## src/rtl/trt_map.svh

```systemverilog
// Register offsets, field positions, reset values and timing counts of the timer rate and third timer block
`ifndef TRT_MAP_SVH
`define TRT_MAP_SVH

// ==========================================================
// Register addresses
`define TRT_ADDR_RATE_CTRL 8'h8e
`define TRT_ADDR_CONTROL 8'hc8
`define TRT_ADDR_RELOAD_LOW 8'hca
`define TRT_ADDR_RELOAD_HIGH 8'hcb
`define TRT_ADDR_COUNT_LOW 8'hcc
`define TRT_ADDR_COUNT_HIGH 8'hcd

// ==========================================================
// Rate control fields
`define TRT_BIT_THIRD_FAST 5
`define TRT_BIT_SECOND_FAST 4
`define TRT_BIT_FIRST_FAST 3
`define TRT_RATE_CTRL_RESET 8'h00
`define TRT_RATE_CTRL_MASK 8'h3f

// ==========================================================
// Third timer control fields
`define TRT_BIT_OVF_FLAG 7
`define TRT_BIT_EXT_FLAG 6
`define TRT_BIT_RX_CLK_SEL 5
`define TRT_BIT_TX_CLK_SEL 4
`define TRT_BIT_EXT_EN 3
`define TRT_BIT_RUN 2
`define TRT_BIT_CNT_SEL 1
`define TRT_BIT_CAP_SEL 0
`define TRT_CONTROL_RESET 8'h00

// ==========================================================
// Timing counts in core clock cycles
`define TRT_SLOW_DIV 12
`define TRT_FAST_DIV 4
`define TRT_BAUD_DIV 2

`endif

```

## src/rtl/trt_pkg.sv

```systemverilog
// Types of the timer rate and third timer block
package trt_pkg;
	typedef enum logic [3:0] {
		TRT_OFF = 4'b0001,
		TRT_CAPTURE = 4'b0010,
		TRT_RELOAD = 4'b0100,
		TRT_BAUD = 4'b1000
	} trt_mode_t;
endpackage

```

## src/rtl/trt_timer.sv

```systemverilog
// Timer rate selection and the complete third timer with capture, reload and baud modes
`timescale 1ns/1ps
`include "trt_map.svh"

module trt_timer #(
	parameter int SLOW_DIV = `TRT_SLOW_DIV,
	parameter int FAST_DIV = `TRT_FAST_DIV,
	parameter int BAUD_DIV = `TRT_BAUD_DIV
) (
	// Clock and reset
	input wire logic ref_clk,
	input wire logic srst,
	// Special function register port
	input wire logic [7:0] sfr_addr,
	input wire logic sfr_wr,
	input wire logic [7:0] sfr_wdata,
	output logic [7:0] sfr_rdata,
	// Timer pins
	input wire logic external_count_pin,
	input wire logic trigger_pin,
	output logic overflow_output_pin,
	// Rate ticks for the first and second timers
	output logic first_timer_tick,
	output logic second_timer_tick,
	// Serial port 0 clocking
	input wire logic second_timer_overflow,
	output logic serial_rx_clock,
	output logic serial_tx_clock,
	// Interrupt request line to the core
	output logic third_timer_irq
);

	// ==========================================================
	// Registers
	logic [7:0] rate_reg;
	logic [7:0] control_reg;
	logic [15:0] reload_reg;
	logic [15:0] count_reg;
	logic [15:0] count_next;
	logic [3:0] div_slow_reg;
	logic [1:0] div_fast_reg;
	logic div_baud_reg;
	logic [1:0] cnt_sync_reg;
	logic [1:0] trg_sync_reg;
	logic cnt_prev_reg;
	logic trg_prev_reg;
	logic force_irq_reg;
	trt_pkg::trt_mode_t mode;
	logic tick_slow;
	logic tick_fast;
	logic tick_baud;
	logic cnt_fall;
	logic trg_fall;
	logic advance;
	logic rollover;
	logic trig_act;
	logic ext_set;
	logic wr_ctrl;
	logic third_fast;
	logic clk_sel;

	function automatic logic sel(input logic [7:0] a, input logic [7:0] b);
		return a == b;
	endfunction

	assign third_fast = rate_reg[`TRT_BIT_THIRD_FAST];
	assign clk_sel = control_reg[`TRT_BIT_RX_CLK_SEL] | control_reg[`TRT_BIT_TX_CLK_SEL];
	assign wr_ctrl = sfr_wr && sel(sfr_addr, `TRT_ADDR_CONTROL);

	// ==========================================================
	// Mode decode
	always_comb begin
		if (!control_reg[`TRT_BIT_RUN]) begin
			mode = trt_pkg::TRT_OFF;
		end else if (clk_sel) begin
			mode = trt_pkg::TRT_BAUD;
		end else if (control_reg[`TRT_BIT_CAP_SEL]) begin
			mode = trt_pkg::TRT_CAPTURE;
		end else begin
			mode = trt_pkg::TRT_RELOAD;
		end
	end

	// ==========================================================
	// Core clock dividers
	always_ff @(posedge ref_clk) begin
		if (srst || div_slow_reg == 4'(SLOW_DIV - 1)) begin
			div_slow_reg <= 4'h0;
		end else begin
			div_slow_reg <= div_slow_reg + 4'h1;
		end
	end

	always_ff @(posedge ref_clk) begin
		if (srst || div_fast_reg == 2'(FAST_DIV - 1)) begin
			div_fast_reg <= 2'h0;
		end else begin
			div_fast_reg <= div_fast_reg + 2'h1;
		end
	end

	always_ff @(posedge ref_clk) begin
		if (srst || div_baud_reg == 1'(BAUD_DIV - 1)) begin
			div_baud_reg <= 1'b0;
		end else begin
			div_baud_reg <= 1'b1;
		end
	end

	assign tick_slow = div_slow_reg == 4'(SLOW_DIV - 1);
	assign tick_fast = div_fast_reg == 2'(FAST_DIV - 1);
	assign tick_baud = div_baud_reg == 1'(BAUD_DIV - 1);

	always_ff @(posedge ref_clk) begin
		if (srst) begin
			first_timer_tick <= 1'b0;
			second_timer_tick <= 1'b0;
		end else begin
			first_timer_tick <= rate_reg[`TRT_BIT_FIRST_FAST] ? tick_fast : tick_slow;
			second_timer_tick <= rate_reg[`TRT_BIT_SECOND_FAST] ? tick_fast : tick_slow;
		end
	end

	// ==========================================================
	// Pin synchronisers and fall detect
	always_ff @(posedge ref_clk) begin
		if (srst) begin
			cnt_sync_reg <= 2'b11;
			trg_sync_reg <= 2'b11;
			cnt_prev_reg <= 1'b1;
			trg_prev_reg <= 1'b1;
		end else begin
			cnt_sync_reg <= {cnt_sync_reg[0], external_count_pin};
			trg_sync_reg <= {trg_sync_reg[0], trigger_pin};
			cnt_prev_reg <= cnt_sync_reg[1];
			trg_prev_reg <= trg_sync_reg[1];
		end
	end

	assign cnt_fall = cnt_prev_reg && !cnt_sync_reg[1];
	assign trg_fall = trg_prev_reg && !trg_sync_reg[1] && control_reg[`TRT_BIT_EXT_EN];

	// ==========================================================
	// Count advance
	always_comb begin
		if (mode == trt_pkg::TRT_OFF) begin
			advance = 1'b0;
		end else if (control_reg[`TRT_BIT_CNT_SEL]) begin
			advance = cnt_fall;
		end else if (mode == trt_pkg::TRT_BAUD) begin
			advance = tick_baud;
		end else begin
			advance = third_fast ? tick_fast : tick_slow;
		end
	end

	assign rollover = advance && count_reg == 16'hffff;
	assign trig_act = trg_fall && mode != trt_pkg::TRT_BAUD && mode != trt_pkg::TRT_OFF;
	// Baud mode takes no trigger reload but still flags the trigger fall
	assign ext_set = trg_fall && mode != trt_pkg::TRT_OFF;

	always_comb begin
		count_next = count_reg;
		if (rollover) begin
			if (mode == trt_pkg::TRT_CAPTURE) begin
				count_next = 16'h0000;
			end else begin
				count_next = reload_reg;
			end
		end else if (advance) begin
			count_next = count_reg + 16'h0001;
		end
		if (trig_act && mode == trt_pkg::TRT_RELOAD) begin
			count_next = reload_reg;
		end
	end

	// ==========================================================
	// Register writes and hardware updates
	always_ff @(posedge ref_clk) begin
		if (srst) begin
			rate_reg <= `TRT_RATE_CTRL_RESET;
		end else if (sfr_wr && sel(sfr_addr, `TRT_ADDR_RATE_CTRL)) begin
			rate_reg <= sfr_wdata & `TRT_RATE_CTRL_MASK;
		end
	end

	always_ff @(posedge ref_clk) begin
		if (srst) begin
			count_reg <= 16'h0000;
		end else if (sfr_wr && sel(sfr_addr, `TRT_ADDR_COUNT_LOW)) begin
			count_reg <= {count_reg[15:8], sfr_wdata};
		end else if (sfr_wr && sel(sfr_addr, `TRT_ADDR_COUNT_HIGH)) begin
			count_reg <= {sfr_wdata, count_reg[7:0]};
		end else begin
			count_reg <= count_next;
		end
	end

	always_ff @(posedge ref_clk) begin
		if (srst) begin
			reload_reg <= 16'h0000;
		end else if (trig_act && mode == trt_pkg::TRT_CAPTURE) begin
			reload_reg <= count_reg;
		end else if (sfr_wr && sel(sfr_addr, `TRT_ADDR_RELOAD_LOW)) begin
			reload_reg <= {reload_reg[15:8], sfr_wdata};
		end else if (sfr_wr && sel(sfr_addr, `TRT_ADDR_RELOAD_HIGH)) begin
			reload_reg <= {sfr_wdata, reload_reg[7:0]};
		end
	end

	always_ff @(posedge ref_clk) begin
		if (srst) begin
			control_reg <= `TRT_CONTROL_RESET;
		end else begin
			if (wr_ctrl) begin
				control_reg <= sfr_wdata;
			end
			if (rollover && !clk_sel) begin
				control_reg[`TRT_BIT_OVF_FLAG] <= 1'b1;
			end
			if (ext_set) begin
				control_reg[`TRT_BIT_EXT_FLAG] <= 1'b1;
			end
		end
	end

	// One-cycle request when software writes 1 to a flag
	always_ff @(posedge ref_clk) begin
		if (srst) begin
			force_irq_reg <= 1'b0;
		end else begin
			force_irq_reg <= wr_ctrl && (sfr_wdata[`TRT_BIT_OVF_FLAG] | sfr_wdata[`TRT_BIT_EXT_FLAG]);
		end
	end

	// ==========================================================
	// Outputs
	always_ff @(posedge ref_clk) begin
		if (srst) begin
			overflow_output_pin <= 1'b0;
			serial_rx_clock <= 1'b0;
			serial_tx_clock <= 1'b0;
			third_timer_irq <= 1'b0;
		end else begin
			overflow_output_pin <= rollover;
			serial_rx_clock <= control_reg[`TRT_BIT_RX_CLK_SEL] ? rollover : second_timer_overflow;
			serial_tx_clock <= control_reg[`TRT_BIT_TX_CLK_SEL] ? rollover : second_timer_overflow;
			third_timer_irq <= control_reg[`TRT_BIT_OVF_FLAG] | control_reg[`TRT_BIT_EXT_FLAG] | force_irq_reg;
		end
	end

	always_ff @(posedge ref_clk) begin
		if (srst) begin
			sfr_rdata <= 8'h00;
		end else begin
			unique case (sfr_addr)
				`TRT_ADDR_RATE_CTRL: sfr_rdata <= rate_reg;
				`TRT_ADDR_CONTROL: sfr_rdata <= control_reg;
				`TRT_ADDR_RELOAD_LOW: sfr_rdata <= reload_reg[7:0];
				`TRT_ADDR_RELOAD_HIGH: sfr_rdata <= reload_reg[15:8];
				`TRT_ADDR_COUNT_LOW: sfr_rdata <= count_reg[7:0];
				`TRT_ADDR_COUNT_HIGH: sfr_rdata <= count_reg[15:8];
				default: sfr_rdata <= 8'h00;
			endcase
		end
	end

	// ==========================================================
	// Checks
	overflow_pulse_a: assert property (@(posedge ref_clk) disable iff (srst) rollover |=> overflow_output_pin ##1 !overflow_output_pin || $past(rollover, 1) && rollover) else $error("Overflow pin not pulsed");
	overflow_flag_set_a: assert property (@(posedge ref_clk) disable iff (srst) rollover && !clk_sel |=> control_reg[`TRT_BIT_OVF_FLAG]) else $error("Overflow flag not set");
	baud_no_flag_a: assert property (@(posedge ref_clk) disable iff (srst) clk_sel && !wr_ctrl && !control_reg[`TRT_BIT_OVF_FLAG] |=> !control_reg[`TRT_BIT_OVF_FLAG] || $past(wr_ctrl)) else $error("Overflow flag set in baud mode");
	run_hold_a: assert property (@(posedge ref_clk) disable iff (srst) !control_reg[`TRT_BIT_RUN] && !sfr_wr |=> $stable(count_reg)) else $error("Count moved while stopped");
	reload_on_roll_a: assert property (@(posedge ref_clk) disable iff (srst) rollover && mode != trt_pkg::TRT_CAPTURE && !sfr_wr |=> count_reg == $past(reload_reg)) else $error("No reload on rollover");
	capture_copy_a: assert property (@(posedge ref_clk) disable iff (srst) trig_act && mode == trt_pkg::TRT_CAPTURE |=> reload_reg == $past(count_reg)) else $error("Capture missed");
	ext_flag_set_a: assert property (@(posedge ref_clk) disable iff (srst) trig_act |=> control_reg[`TRT_BIT_EXT_FLAG]) else $error("External flag not set");
	slow_rate_a: assert property (@(posedge ref_clk) disable iff (srst) tick_slow |=> !tick_slow [*8] ##0 1'b1) else $error("Slow tick spacing wrong");
	rate_reset_a: assert property (@(posedge ref_clk) $past(srst) |-> rate_reg == 8'h00) else $error("Rate bits not cleared");
	irq_force_a: assert property (@(posedge ref_clk) disable iff (srst) wr_ctrl && sfr_wdata[`TRT_BIT_EXT_FLAG] |=> ##1 third_timer_irq) else $error("Forced interrupt missing");

	// ==========================================================
	// Counting checks
	baud_rate_a: assert property (@(posedge ref_clk) disable iff (srst)
		mode == trt_pkg::TRT_BAUD && !control_reg[`TRT_BIT_CNT_SEL] && tick_baud && !sfr_wr && count_reg != 16'hffff
		|=> count_reg == $past(count_reg) + 16'h0001)
		else $error("Baud count did not advance");

	slow_hold_a: assert property (@(posedge ref_clk) disable iff (srst)
		(mode == trt_pkg::TRT_CAPTURE || mode == trt_pkg::TRT_RELOAD) && !control_reg[`TRT_BIT_CNT_SEL]
		&& !third_fast && !tick_slow && !trig_act && !sfr_wr
		|=> $stable(count_reg))
		else $error("Count moved between slow ticks");

	pin_count_a: assert property (@(posedge ref_clk) disable iff (srst)
		control_reg[`TRT_BIT_RUN] && control_reg[`TRT_BIT_CNT_SEL] && cnt_fall && count_reg != 16'hffff
		&& !trig_act && !sfr_wr
		|=> count_reg == $past(count_reg) + 16'h0001)
		else $error("Count pin fall not counted");

	forced_reload_a: assert property (@(posedge ref_clk) disable iff (srst)
		trig_act && mode == trt_pkg::TRT_RELOAD && !sfr_wr
		|=> count_reg == $past(reload_reg))
		else $error("Trigger reload missed");

	// ==========================================================
	// Flag and trigger checks
	trig_ignore_a: assert property (@(posedge ref_clk) disable iff (srst)
		!control_reg[`TRT_BIT_EXT_EN] && !control_reg[`TRT_BIT_EXT_FLAG] && !wr_ctrl
		|=> !control_reg[`TRT_BIT_EXT_FLAG])
		else $error("External flag set while disabled");

	baud_ext_flag_a: assert property (@(posedge ref_clk) disable iff (srst)
		ext_set && mode == trt_pkg::TRT_BAUD
		|=> control_reg[`TRT_BIT_EXT_FLAG])
		else $error("Baud trigger flag missing");

	irq_level_a: assert property (@(posedge ref_clk) disable iff (srst)
		control_reg[`TRT_BIT_OVF_FLAG] || control_reg[`TRT_BIT_EXT_FLAG]
		|=> third_timer_irq)
		else $error("Interrupt level missing");

	// ==========================================================
	// Output, reserved rate bit and mode checks
	overflow_quiet_a: assert property (@(posedge ref_clk) disable iff (srst)
		!rollover
		|=> !overflow_output_pin)
		else $error("Overflow pin high without rollover");

	rx_route_a: assert property (@(posedge ref_clk) disable iff (srst)
		1'b1
		|=> serial_rx_clock == ($past(control_reg[`TRT_BIT_RX_CLK_SEL]) ? $past(rollover) : $past(second_timer_overflow)))
		else $error("Receive clock routed wrong");

	tx_route_a: assert property (@(posedge ref_clk) disable iff (srst)
		1'b1
		|=> serial_tx_clock == ($past(control_reg[`TRT_BIT_TX_CLK_SEL]) ? $past(rollover) : $past(second_timer_overflow)))
		else $error("Transmit clock routed wrong");

	rate_reserved_a: assert property (@(posedge ref_clk) disable iff (srst)
		1'b1
		|-> rate_reg[7:6] == 2'b00)
		else $error("Reserved rate bits set");

	baud_mode_a: assert property (@(posedge ref_clk) disable iff (srst)
		control_reg[`TRT_BIT_RUN] && clk_sel
		|-> mode == trt_pkg::TRT_BAUD)
		else $error("Clock select did not force baud mode");

endmodule

```

## config.mk

```make
export PLATFORM = sky130hd
export DESIGN_NAME = trt_timer
export DESIGN_NICKNAME = d
export VERILOG_FILES = /design/src/rtl/trt_pkg.sv /design/src/rtl/trt_timer.sv
export VERILOG_INCLUDE_DIRS = /design/src /design/src/rtl
export SDC_FILE = /design/constraint.sdc
export NUM_CORES = 1
export LEC_CHECK = 0
export ABC_CLOCK_PERIOD_IN_PS = 3000
export BUFFER_PORTS_ARGS = -buffer_cell sky130_fd_sc_hd__buf_2
export CAP_MARGIN = 20
export CORE_UTILIZATION = 40
export DETAILED_ROUTE_END_ITERATION = 8
export PLACE_DENSITY = 0.6
export SYNTH_ARGS = -nofsm -noshare
export SYNTH_HDL_FRONTEND = slang
export SYNTH_SLANG_ARGS = --single-unit
```

## constraint.sdc

```tcl
create_clock -name ref_clk -period 3 [get_ports ref_clk]
set_input_delay 0.15 -clock ref_clk [delete_from_list [all_inputs] [get_ports ref_clk]]
set_output_delay 0.15 -clock ref_clk [all_outputs]
set_load 0.05 [all_outputs]
```

==> results of run 1 <==
[cells in the final DEF, fill, tap and decap left out, types with 7 or more instances in the layout]
master / n
o21ai_0: 13
clkbuf_8: 9
nor3_1: 7
nand4_1: 7
a21oi_1: 28
a211oi_1: 9
nor2_1: 67
mux2i_1: 20
nand2_1: 57
a311oi_1: 12
buf_2: 35
dfxtp_1: 74
nand3_1: 33
a221oi_1: 10
and3_1: 8
buf_4: 12
[per-stage QoR]
stage / total power [W] / std cells / hold WS (ns) / area (um2)
2_1_floorplan: 0.00108 / 482 / 0.254 / 3890
3_3_place_gp: 0.00112 / 619 / 0.335 / 4110
3_5_place_dp: 0.00113 / 619 / 0.337 / 4110
4_1_cts: 0.00208 / 637 / 0.0455 / 4370
5_1_grt: 0.00213 / 637 / 0.0572 / 4370
6_report: 0.00207 / 637 / 0.0621 / 4370
[cells by family (layout without fill, tap and decap cells)]
family,count (synthesis),count (layout),synth area share [%]
AO/OA/AOI/OAI,117,117,21.2
flip-flops,74,74,38.1
AND/OR/NAND/NOR,215,215,26.9
multiplexers,20,20,5.15
adder cells (fa/ha/maj),3,3,0.965
XOR/XNOR,8,8,1.80
buffers and inverters,45,71,5.92
[final cells by class]
cell class,count,area share (%)
tap,129,3.70
clock inverter,6,2.58
sequential,74,33.9
multi-input combinational,363,49.8
clock buffer,10,2.92
timing repair buffer,49,6.53
inverter,6,0.516
[path summary, 6_finish.rpt]
kind	start	end
setup / recovery	count_reg[0]	count_reg[2]
hold / removal	second_timer_overflow	serial_rx_clock
setup reg to reg	count_reg[0]	count_reg[2]
hold reg to reg	cnt_sync_reg[0]	cnt_sync_reg[1]
[layer usage]
metal | GRT usage, % | vias to the layer above | routed length, um
met5 | 0 | - | 0
met4 | 11.7 | 0 | 372
met3 | 6.10 | 32 | 1230
met2 | 37.5 | 209 | 5250
met1 | 36.6 | 1830 | 5500
li1 | - | 1793 | -
[critical path, cell delays in order (launching register included)]
cell     delay (ns)
dfxtp_1        0.44
ha_1           0.25
nand3_1        0.13
nor2_1         0.26
nand3_1        0.20
o21ai_2        0.39
and2_4         0.25
and4_1         0.34
a22o_1         0.17
[power groups by stage]
stage                     logic (W)  clock network, W  registers, W
after global placement     0.000100                 0       0.00102
after floorplan           0.0000531                 0       0.00103
final                      0.000106          0.000961       0.00100
after global routing       0.000115           0.00102       0.00100
after CTS                  0.000105          0.000978       0.00100
after detailed placement   0.000102                 0       0.00102
[timing repair]
action                                 CTS  global route
hold buffers                             2             0
setup endpoints to repair                0             0
endpoints found under the hold margin    2             0
buffers inserted                         0             0
==> reports/results.txt, run 1 <==
run status: completed
Crit path arrival time: 2.81 ns
number of synthesized register bits: 74
initial antenna violation count: 0
number of synthesized flops with an enable pin: 0
clk root buf: clkbuf_8
largest net degree at the start of global routing: 33
combinational cell fraction of total power: 5.1%
overall routing resource usage: 25.9%
Slew HR: 49.6%
first-pass GRT wire length: 19.4 mm
Sw Ratio: 23.2%
Internal Power: 0.00159 W
DP Worst Slack: 0.555 ns
Syn Nets: 507
startpoint types: register
post-route ant nets: 0
via/cell ratio: 6.07
register area: 1480 um2
R2R setup slack: 0.50 ns
HP Class: in -> reg
hpwl dp: 8.77 mm
die width: 101 um
DRT iter0 DRCs: 388
DRC violations left: 0
area of the multi-input gates: 2180 um2
total grt overflow: 0
Max-Cap Viols: 0
final setup TNS: 0 ns
final hold vios: 0
Net Switching: 0.000481 W
post-synthesis async set-or-reset flop share: 0%
VDD IR max: 0.239 mV
Syn-to-layout area delta: 12.3%
Synth top cells by count: dfxtp_1, nor2_1, nand2_1
TritonCTS clock tree: built
post-synth top area share: 38.1%
ys flop type: dfxtp_1
Pleak: 1.59 nW
setup slack after layout: 0.497 ns
io pins: 36
fin util: 46.8%
std cell rows: 35
Syn Area/Cell: 8.07 um2
CTS clk-pin slew, worst paths: 0.08 ns
number of global-route vias before repair: 3448
drt total wl: 12.4 mm
critical path class: reg -> reg
Synth Instances: 482
Synthesis Warnings: 0
post-DR wirelength/cell: 19.4 um
RSZ-0062 raised after global routing: no
post-synthesis cell area: 3890 um2
pwr/cell area: 473 nW/um2
worst-margin pin slew: 0.750 ns
core area: 9330 um2
cts bufs inserted: 9
Final Skew: 0.00881 ns
Pre-Repair DR Iteration Count: 6
CP required: 3.31 ns
Initial Util: 41.7%
Fillers: 966
f_max: 0.399 GHz
clock power share: 46.5%
synth top area cells: dfxtp_1, nor2_1, nand2_1
Crit Path Max Fanout: 11
most instantiated library cell after synthesis: dfxtp_1
clk buf depth: 2
share of the yosys chip area belonging to registers: 38.1%
share of cells above drive strength 1: 15.9%
Hold Path Depth: 3
Final setup viols: 0
max-slew violation count: 0
Ant. Diodes: 0
R2R cell count: 8
DR vias: 3864
count of nets after finishing: 528
die span in y: 101 um
die area: 10100 um2
Final period util: 83.4%
PostCTS Resize Cnt: 0
Clock H-tree levels: 3
Final Critical Period: 2.50 ns
cell taking the most area after synthesis: dfxtp_1
PortBufs: 35
Yosys cell types: 59
critical path endpoint category: register
Placer Congestion: 1.02
Worst-Skew Late Latency: 0.36 ns
Sequential Power Share: 48.4%
CTS Sinks: 74
Note: power is estimated with default switching activity, not from simulation.
==> run 2, diff against run 1 <==
ABC_CLOCK_PERIOD_IN_PS = 2300   (was 3000)
PLACE_DENSITY = 0.63   (was 0.6)
clock period = 2.3 ns   (was 3 ns; I/O delays follow)
==> run 2 against run 1 <==
Die area did not move; largest power group unchanged; non-clock buffer count increased by 26; critical endpoint is now count_reg[4]; sequential share of layout area down 1.2 points.
==> reports/results.txt, run 2 (synthesis results as in run 1) <==
run status: completed
Worst R2R End: count_reg[4]
start point of the critical path: control_reg[4]
PortBufs: 35 (unchanged)
Clock H-tree levels: 3 (unchanged)
die span in y: 101 um (unchanged)
std cell rows: 35 (unchanged)
post-CTS setup buffers: 0 (unchanged)
first-pass GRT wire length: 19.4 mm (about the same)
Max-Cap Viols: 0 (unchanged)
io pins: 36 (unchanged)
DRC violations left: 0 (unchanged)
DRT iter0 DRCs: 404 (+4.1%)
register area: 1480 um2 (unchanged)
Final Critical Period: 2.12 ns (-0.384 ns)
Fillers: 924 (-4.3%)
min-delay src: sfr_wdata[0]
drt total wl: 12.5 mm (+1.2%)
core area: 9330 um2 (unchanged)
count of nets after finishing: 554 (+4.9%)
slowest cell delay on critical path: 0.50 ns (+0.06 ns)
VDD IR max: 0.231 mV (-3.2%)
via/cell ratio: 5.89 (-2.9%)
critical path class: reg -> reg
Ant. Diodes: 0 (unchanged)
TritonCTS clock tree: built
Placer Congestion: 0.993 (-2.2%)
initial antenna violation count: 0 (unchanged)
largest net degree at the start of global routing: 50 (+52%)
Syn-to-layout area delta: 16.4%
die width: 101 um (unchanged)
Crit Path Max Fanout: 8 (-3)
critical path's most frequent cell: o21ai_0
post-DR wirelength/cell: 18.9 um (-2.8%)
pwr/cell area: 546 nW/um2 (+15%)
hpwl dp: 9.03 mm (+3.0%)
DR vias: 3907 (+1.1%)
worst-margin pin slew: 0.561 ns (-0.189 ns)
RSZ-0062 raised after global routing: no
Net Switching: 0.000620 W (+29%)
clock power share: 41.5% (-5.0 points)
fin util: 48.5% (+1.7 points)
most common cell after layout, fill and taps aside: dfxtp_1
Internal Power: 0.00185 W (+17%)
Final Skew: 0.0116 ns (+0.00276 ns)
Pre-Repair DR Iteration Count: 5 (-1)
f_max: 0.472 GHz (+18%)
Final setup viols: 0 (unchanged)
clk root buf: clkbuf_8
cts bufs inserted: 9 (unchanged)
clk buf depth: 2 (unchanged)
FF-to-FF Start: control_reg[4]
Sw Ratio: 25.1% (+1.8 points)
Pleak: 1.70 nW (+7.4%)
total grt overflow: 0 (unchanged)
CP required: 2.60 ns (-0.71 ns)
Cell Area, Placed: 4300 um2 (+4.6%)
R2R cell count: 7 (-1)
die area: 10100 um2 (unchanged)
R2R setup slack: 0.18 ns (-0.32 ns)
Initial Util: 41.7% (unchanged)
fin area: 4530 um2 (+3.6%)
Worst Hold Slack: 0.120 ns (+0.0582 ns)
WHS Endpoint: control_reg[0]
Hold Path Depth: 3 (unchanged)
HP Class: in -> reg
Slew HR: 62.2% (+13 points)
Final period util: 92.1% (+8.7 points)
Sequential Power Share: 52.9% (+4.5 points)
share of cells above drive strength 1: 20.0% (+4.1 points)
Crit path arrival time: 2.42 ns (-0.39 ns)
post-route ant nets: 0 (unchanged)
critical path endpoint category: register
area of the multi-input gates: 2180 um2 (+0.29%)
combinational cell fraction of total power: 5.6% (+0.5 points)
Crit-path slowest cell: dfxtp_1
final setup TNS: 0 ns (unchanged)
commonest non-fill, non-tap cells in the layout: dfxtp_1, nor2_1, nand2_1, buf_4, buf_2
max-slew violation count: 0 (unchanged)
Worst-Skew Late Latency: 0.35 ns (about the same)
overall routing resource usage: 25.8% (-0.11 points)
final hold vios: 0 (unchanged)
number of global-route vias before repair: 3535 (+2.5%)
CTS clk-pin slew, worst paths: 0.09 ns (about the same)
startpoint types: register
CTS Sinks: 74 (unchanged)
cell chain of the critical path: o21ai_0 > o21a_1 > o21ai_0 > and3_2 > nand2_1 > a311oi_1 > a21o_1
==> run 2: power by group through the flow <==
stage,Sequential (W),Clock [W],Combinational [W]
2_1_floorplan,0.00134,0,0.0000693
3_3_place_gp,0.00134,0,0.000131
3_5_place_dp,0.00134,0,0.000133
4_1_cts,0.00131,0.00105,0.000137
5_1_grt,0.00131,0.00110,0.000149
6_report,0.00131,0.00103,0.000139
==> run 2: critical path: cells and delay by family (launching register included) <==
family | cells | cell delay (ns)
AOI/OAI and AO/OA | 5 | 1.17
DFF | 1 | 0.50
and+or+nand+nor | 2 | 0.39
==> run 2: worst max path at each step <==
| stage | to | slack, ns | cells past startpoint |
|---|---|---|---|
| 3_5_place_dp | count_reg[3] | 0.14 | 8 |
| 2_1_floorplan | count_reg[2] | 0.30 | 9 |
| 3_3_place_gp | count_reg[2] | 0.17 | 8 |
| 4_1_cts | count_reg[3] | 0.12 | 8 |
| 6_report | count_reg[4] | 0.18 | 7 |
| 5_1_grt | count_reg[2] | 0.05 | 7 |
==> run 2: stage by stage <==
| stage | instances | power [W] | worst slack [ns] |
|---|---|---|---|
| final | 663 | 0.00247 | 0.181 |
| after floorplan | 482 | 0.00141 | 0.305 |
| after CTS | 663 | 0.00249 | 0.120 |
| after global routing | 663 | 0.00255 | 0.0460 |
| after global placement | 644 | 0.00147 | 0.167 |
| after detailed placement | 644 | 0.00147 | 0.138 |
==> run 2: final cells by class <==
class                   count  share of cell area [%]
clock inverters             6                    1.47
multi-input cells         363                    48.2
repair buffers             75                    10.7
inverters                   6                   0.498
well taps                 129                    3.57
flip-flops and latches     74                    32.7
clock buffers              10                    2.82
==> run 2: timing repair <==
item	4_1_cts	5_1_grt
hold buffers	3	0
resized for setup	0	1
endpoints found under the setup margin	0	3
hold endpoints to repair	4	0
==> run 2: routing by layer <==
metal	vias up	global-route usage [%]	share of wire, %
met4	0	12.8	3.8
met5	-	0	0
met1	1850	36.3	44
met2	185	38.1	44
li1	1840	-	-
met3	32	4.30	8.0
==> run 3, diff against run 2 <==
CORE_UTILIZATION = 54   (was 40)
PLACE_DENSITY = 0.79   (was 0.63)
==> run 3 against run 2 <==
First-iteration DRC count rose by 27%; clock power is 15% higher; design area grew 0.36%; routed wire length is 0.60% higher; final cell count fell by 4.5%; critical path depth increased by 2; maximum frequency is 5.1% lower; count of clock-buffer cells in the layout increased by 1; largest cell class unchanged; largest power group unchanged.
==> reports/results.txt, run 3 (synthesis results as in run 1) <==
Slew HR: 53.3% (-8.9 points)
startpoint types: register
run status: completed
first-pass GRT wire length: 19.5 mm (+0.32%)
HP Class: in -> reg
Net Switching: 0.000605 W (-2.4%)
clock power share: 45.0% (+3.5 points)
Initial Util: 56.6% (+15 points)
initial antenna violation count: 0 (unchanged)
std cell rows: 30 (-14%)
commonest non-fill, non-tap cells in the layout: dfxtp_1, nor2_1, nand2_1, buf_4, buf_2
die width: 86.9 um (-14%)
post-route ant nets: 0 (unchanged)
DRC violations left: 0 (unchanged)
WHS Endpoint: serial_rx_clock
fin util: 66.1% (+18 points)
final setup TNS: 0 ns (unchanged)
PortBufs: 35 (unchanged)
post-DR wirelength/cell: 19.9 um (+5.4%)
Worst R2R End: count_reg[10]
Fillers: 579 (-37%)
worst-margin pin slew: 0.700 ns (+0.139 ns)
R2R setup slack: 0.07 ns (-0.11 ns)
clk root buf: clkbuf_8
hpwl dp: 9.08 mm (+0.51%)
Sequential Power Share: 49.8% (-3.1 points)
io pins: 36 (unchanged)
CTS clk-pin slew, worst paths: 0.08 ns (about the same)
critical path endpoint category: register
Syn-to-layout area delta: 16.8%
clk buf depth: 2 (unchanged)
via/cell ratio: 6.38 (+8.2%)
min-delay src: second_timer_overflow
Worst-Skew Late Latency: 0.35 ns (about the same)
Crit path arrival time: 2.47 ns (+0.05 ns)
VDD IR max: 0.509 mV (+120%)
number of global-route vias before repair: 3630 (+2.7%)
count of nets after finishing: 557 (+0.54%)
drt total wl: 12.6 mm (+0.60%)
RSZ-0062 raised after global routing: no
largest net degree at the start of global routing: 69 (+38%)
Hold Path Depth: 3 (unchanged)
Pleak: 1.74 nW (+2.1%)
Crit Path Max Fanout: 10 (+2)
combinational cell fraction of total power: 5.2% (-0.4 points)
pwr/cell area: 578 nW/um2 (+5.9%)
final hold vios: 0 (unchanged)
overall routing resource usage: 34.7% (+8.9 points)
Final Critical Period: 2.23 ns (+0.113 ns)
TritonCTS clock tree: built
FF-to-FF Start: div_slow_reg[0]
cts bufs inserted: 9 (unchanged)
DRT iter0 DRCs: 512 (+27%)
Clock H-tree levels: 3 (unchanged)
CTS Sinks: 74 (unchanged)
Sw Ratio: 23.0% (-2.1 points)
critical path class: reg -> reg
core area: 6870 um2 (-26%)
die area: 7540 um2 (-25%)
Final Skew: 0.0108 ns (-0.000760 ns)
DR vias: 4037 (+3.3%)
total grt overflow: 0 (unchanged)
Ant. Diodes: 0 (unchanged)
share of cells above drive strength 1: 21.0% (+1.0 points)
Final period util: 97.1% (+4.9 points)
Max-Cap Viols: 0 (unchanged)
Placer Congestion: 1.05 (+5.5%)
Pre-Repair DR Iteration Count: 5 (unchanged)
Final setup viols: 0 (unchanged)
die span in y: 86.9 um (-14%)
Internal Power: 0.00202 W (+9.2%)
f_max: 0.448 GHz (-5.1%)
total chip power: 0.00262 W (+6.3%)
R2R cell count: 9 (+2)
CP required: 2.54 ns (-0.06 ns)
most common cell after layout, fill and taps aside: dfxtp_1
max-slew violation count: 0 (unchanged)
==> run 3: worst max-delay path by stage <==
stage,from,end,depth (start not counted)
after detailed placement,div_slow_reg[0],count_reg[13],9
after global placement,div_slow_reg[0],count_reg[5],7
after floorplan,div_slow_reg[0],count_reg[2],9
after CTS,div_slow_reg[0],count_reg[10],9
final,div_slow_reg[0],count_reg[10],9
after global routing,div_slow_reg[0],count_reg[13],9
==> run 3: per-layer routing <==
metal	part of all wire [%]	routed length [um]	track usage [%]
met1	41	5160	46.8
met2	43	5440	52.3
met3	12	1470	7.11
met4	4.0	506	18.3
met5	0	0	0
==> run 3: worst max-delay path: stages (launching register included) <==
cell	delay [ns]
dfxtp_1	0.36
ha_2	0.21
and3b_2	0.25
o2111ai_1	0.18
o21a_1	0.18
buf_4	0.19
a31oi_4	0.24
buf_4	0.17
nor2_1	0.04
nor4_1	0.29
==> run 3: timing repair <==
action | CTS | global route
endpoints found under the hold margin | 2 | 0
endpoints found under the setup margin | 0 | 9
resized for setup | 0 | 3
hold buffers | 2 | 0
setup buffers | 0 | 0
==> run 3: stage by stage <==
step                      worst slack [ns]  instance area, um2  instances  hold WS (ns)
after detailed placement            0.0888                4280        615         0.299
after global routing                0.0151                4540        633        0.0270
after CTS                           0.0747                4540        633        0.0119
after floorplan                      0.305                3890        482         0.219
after global placement              0.0989                4280        615         0.300
final                               0.0675                4540        633        0.0187
==> run 3: power by group through the flow <==
stage	registers, W	logic, W	clock network, W
global placement	0.00134	0.000127	0
CTS	0.00131	0.000132	0.00119
finish	0.00131	0.000136	0.00118
global route	0.00131	0.000145	0.00124
floorplan	0.00134	0.0000693	0
detailed placement	0.00134	0.000129	0
==> run 3: final cells by class <==
cell class / count / area [um2] / area share (%)
Inverter: 6 / 22.5 / 0.496
Tap cell: 96 / 120 / 2.64
Sequential cell: 74 / 1480 / 32.6
Clock inverter: 5 / 82.6 / 1.82
Timing Repair Buffer: 78 / 503 / 11.1
Clock buffer: 11 / 151 / 3.33
Multi-Input combinational cell: 363 / 2180 / 48.0
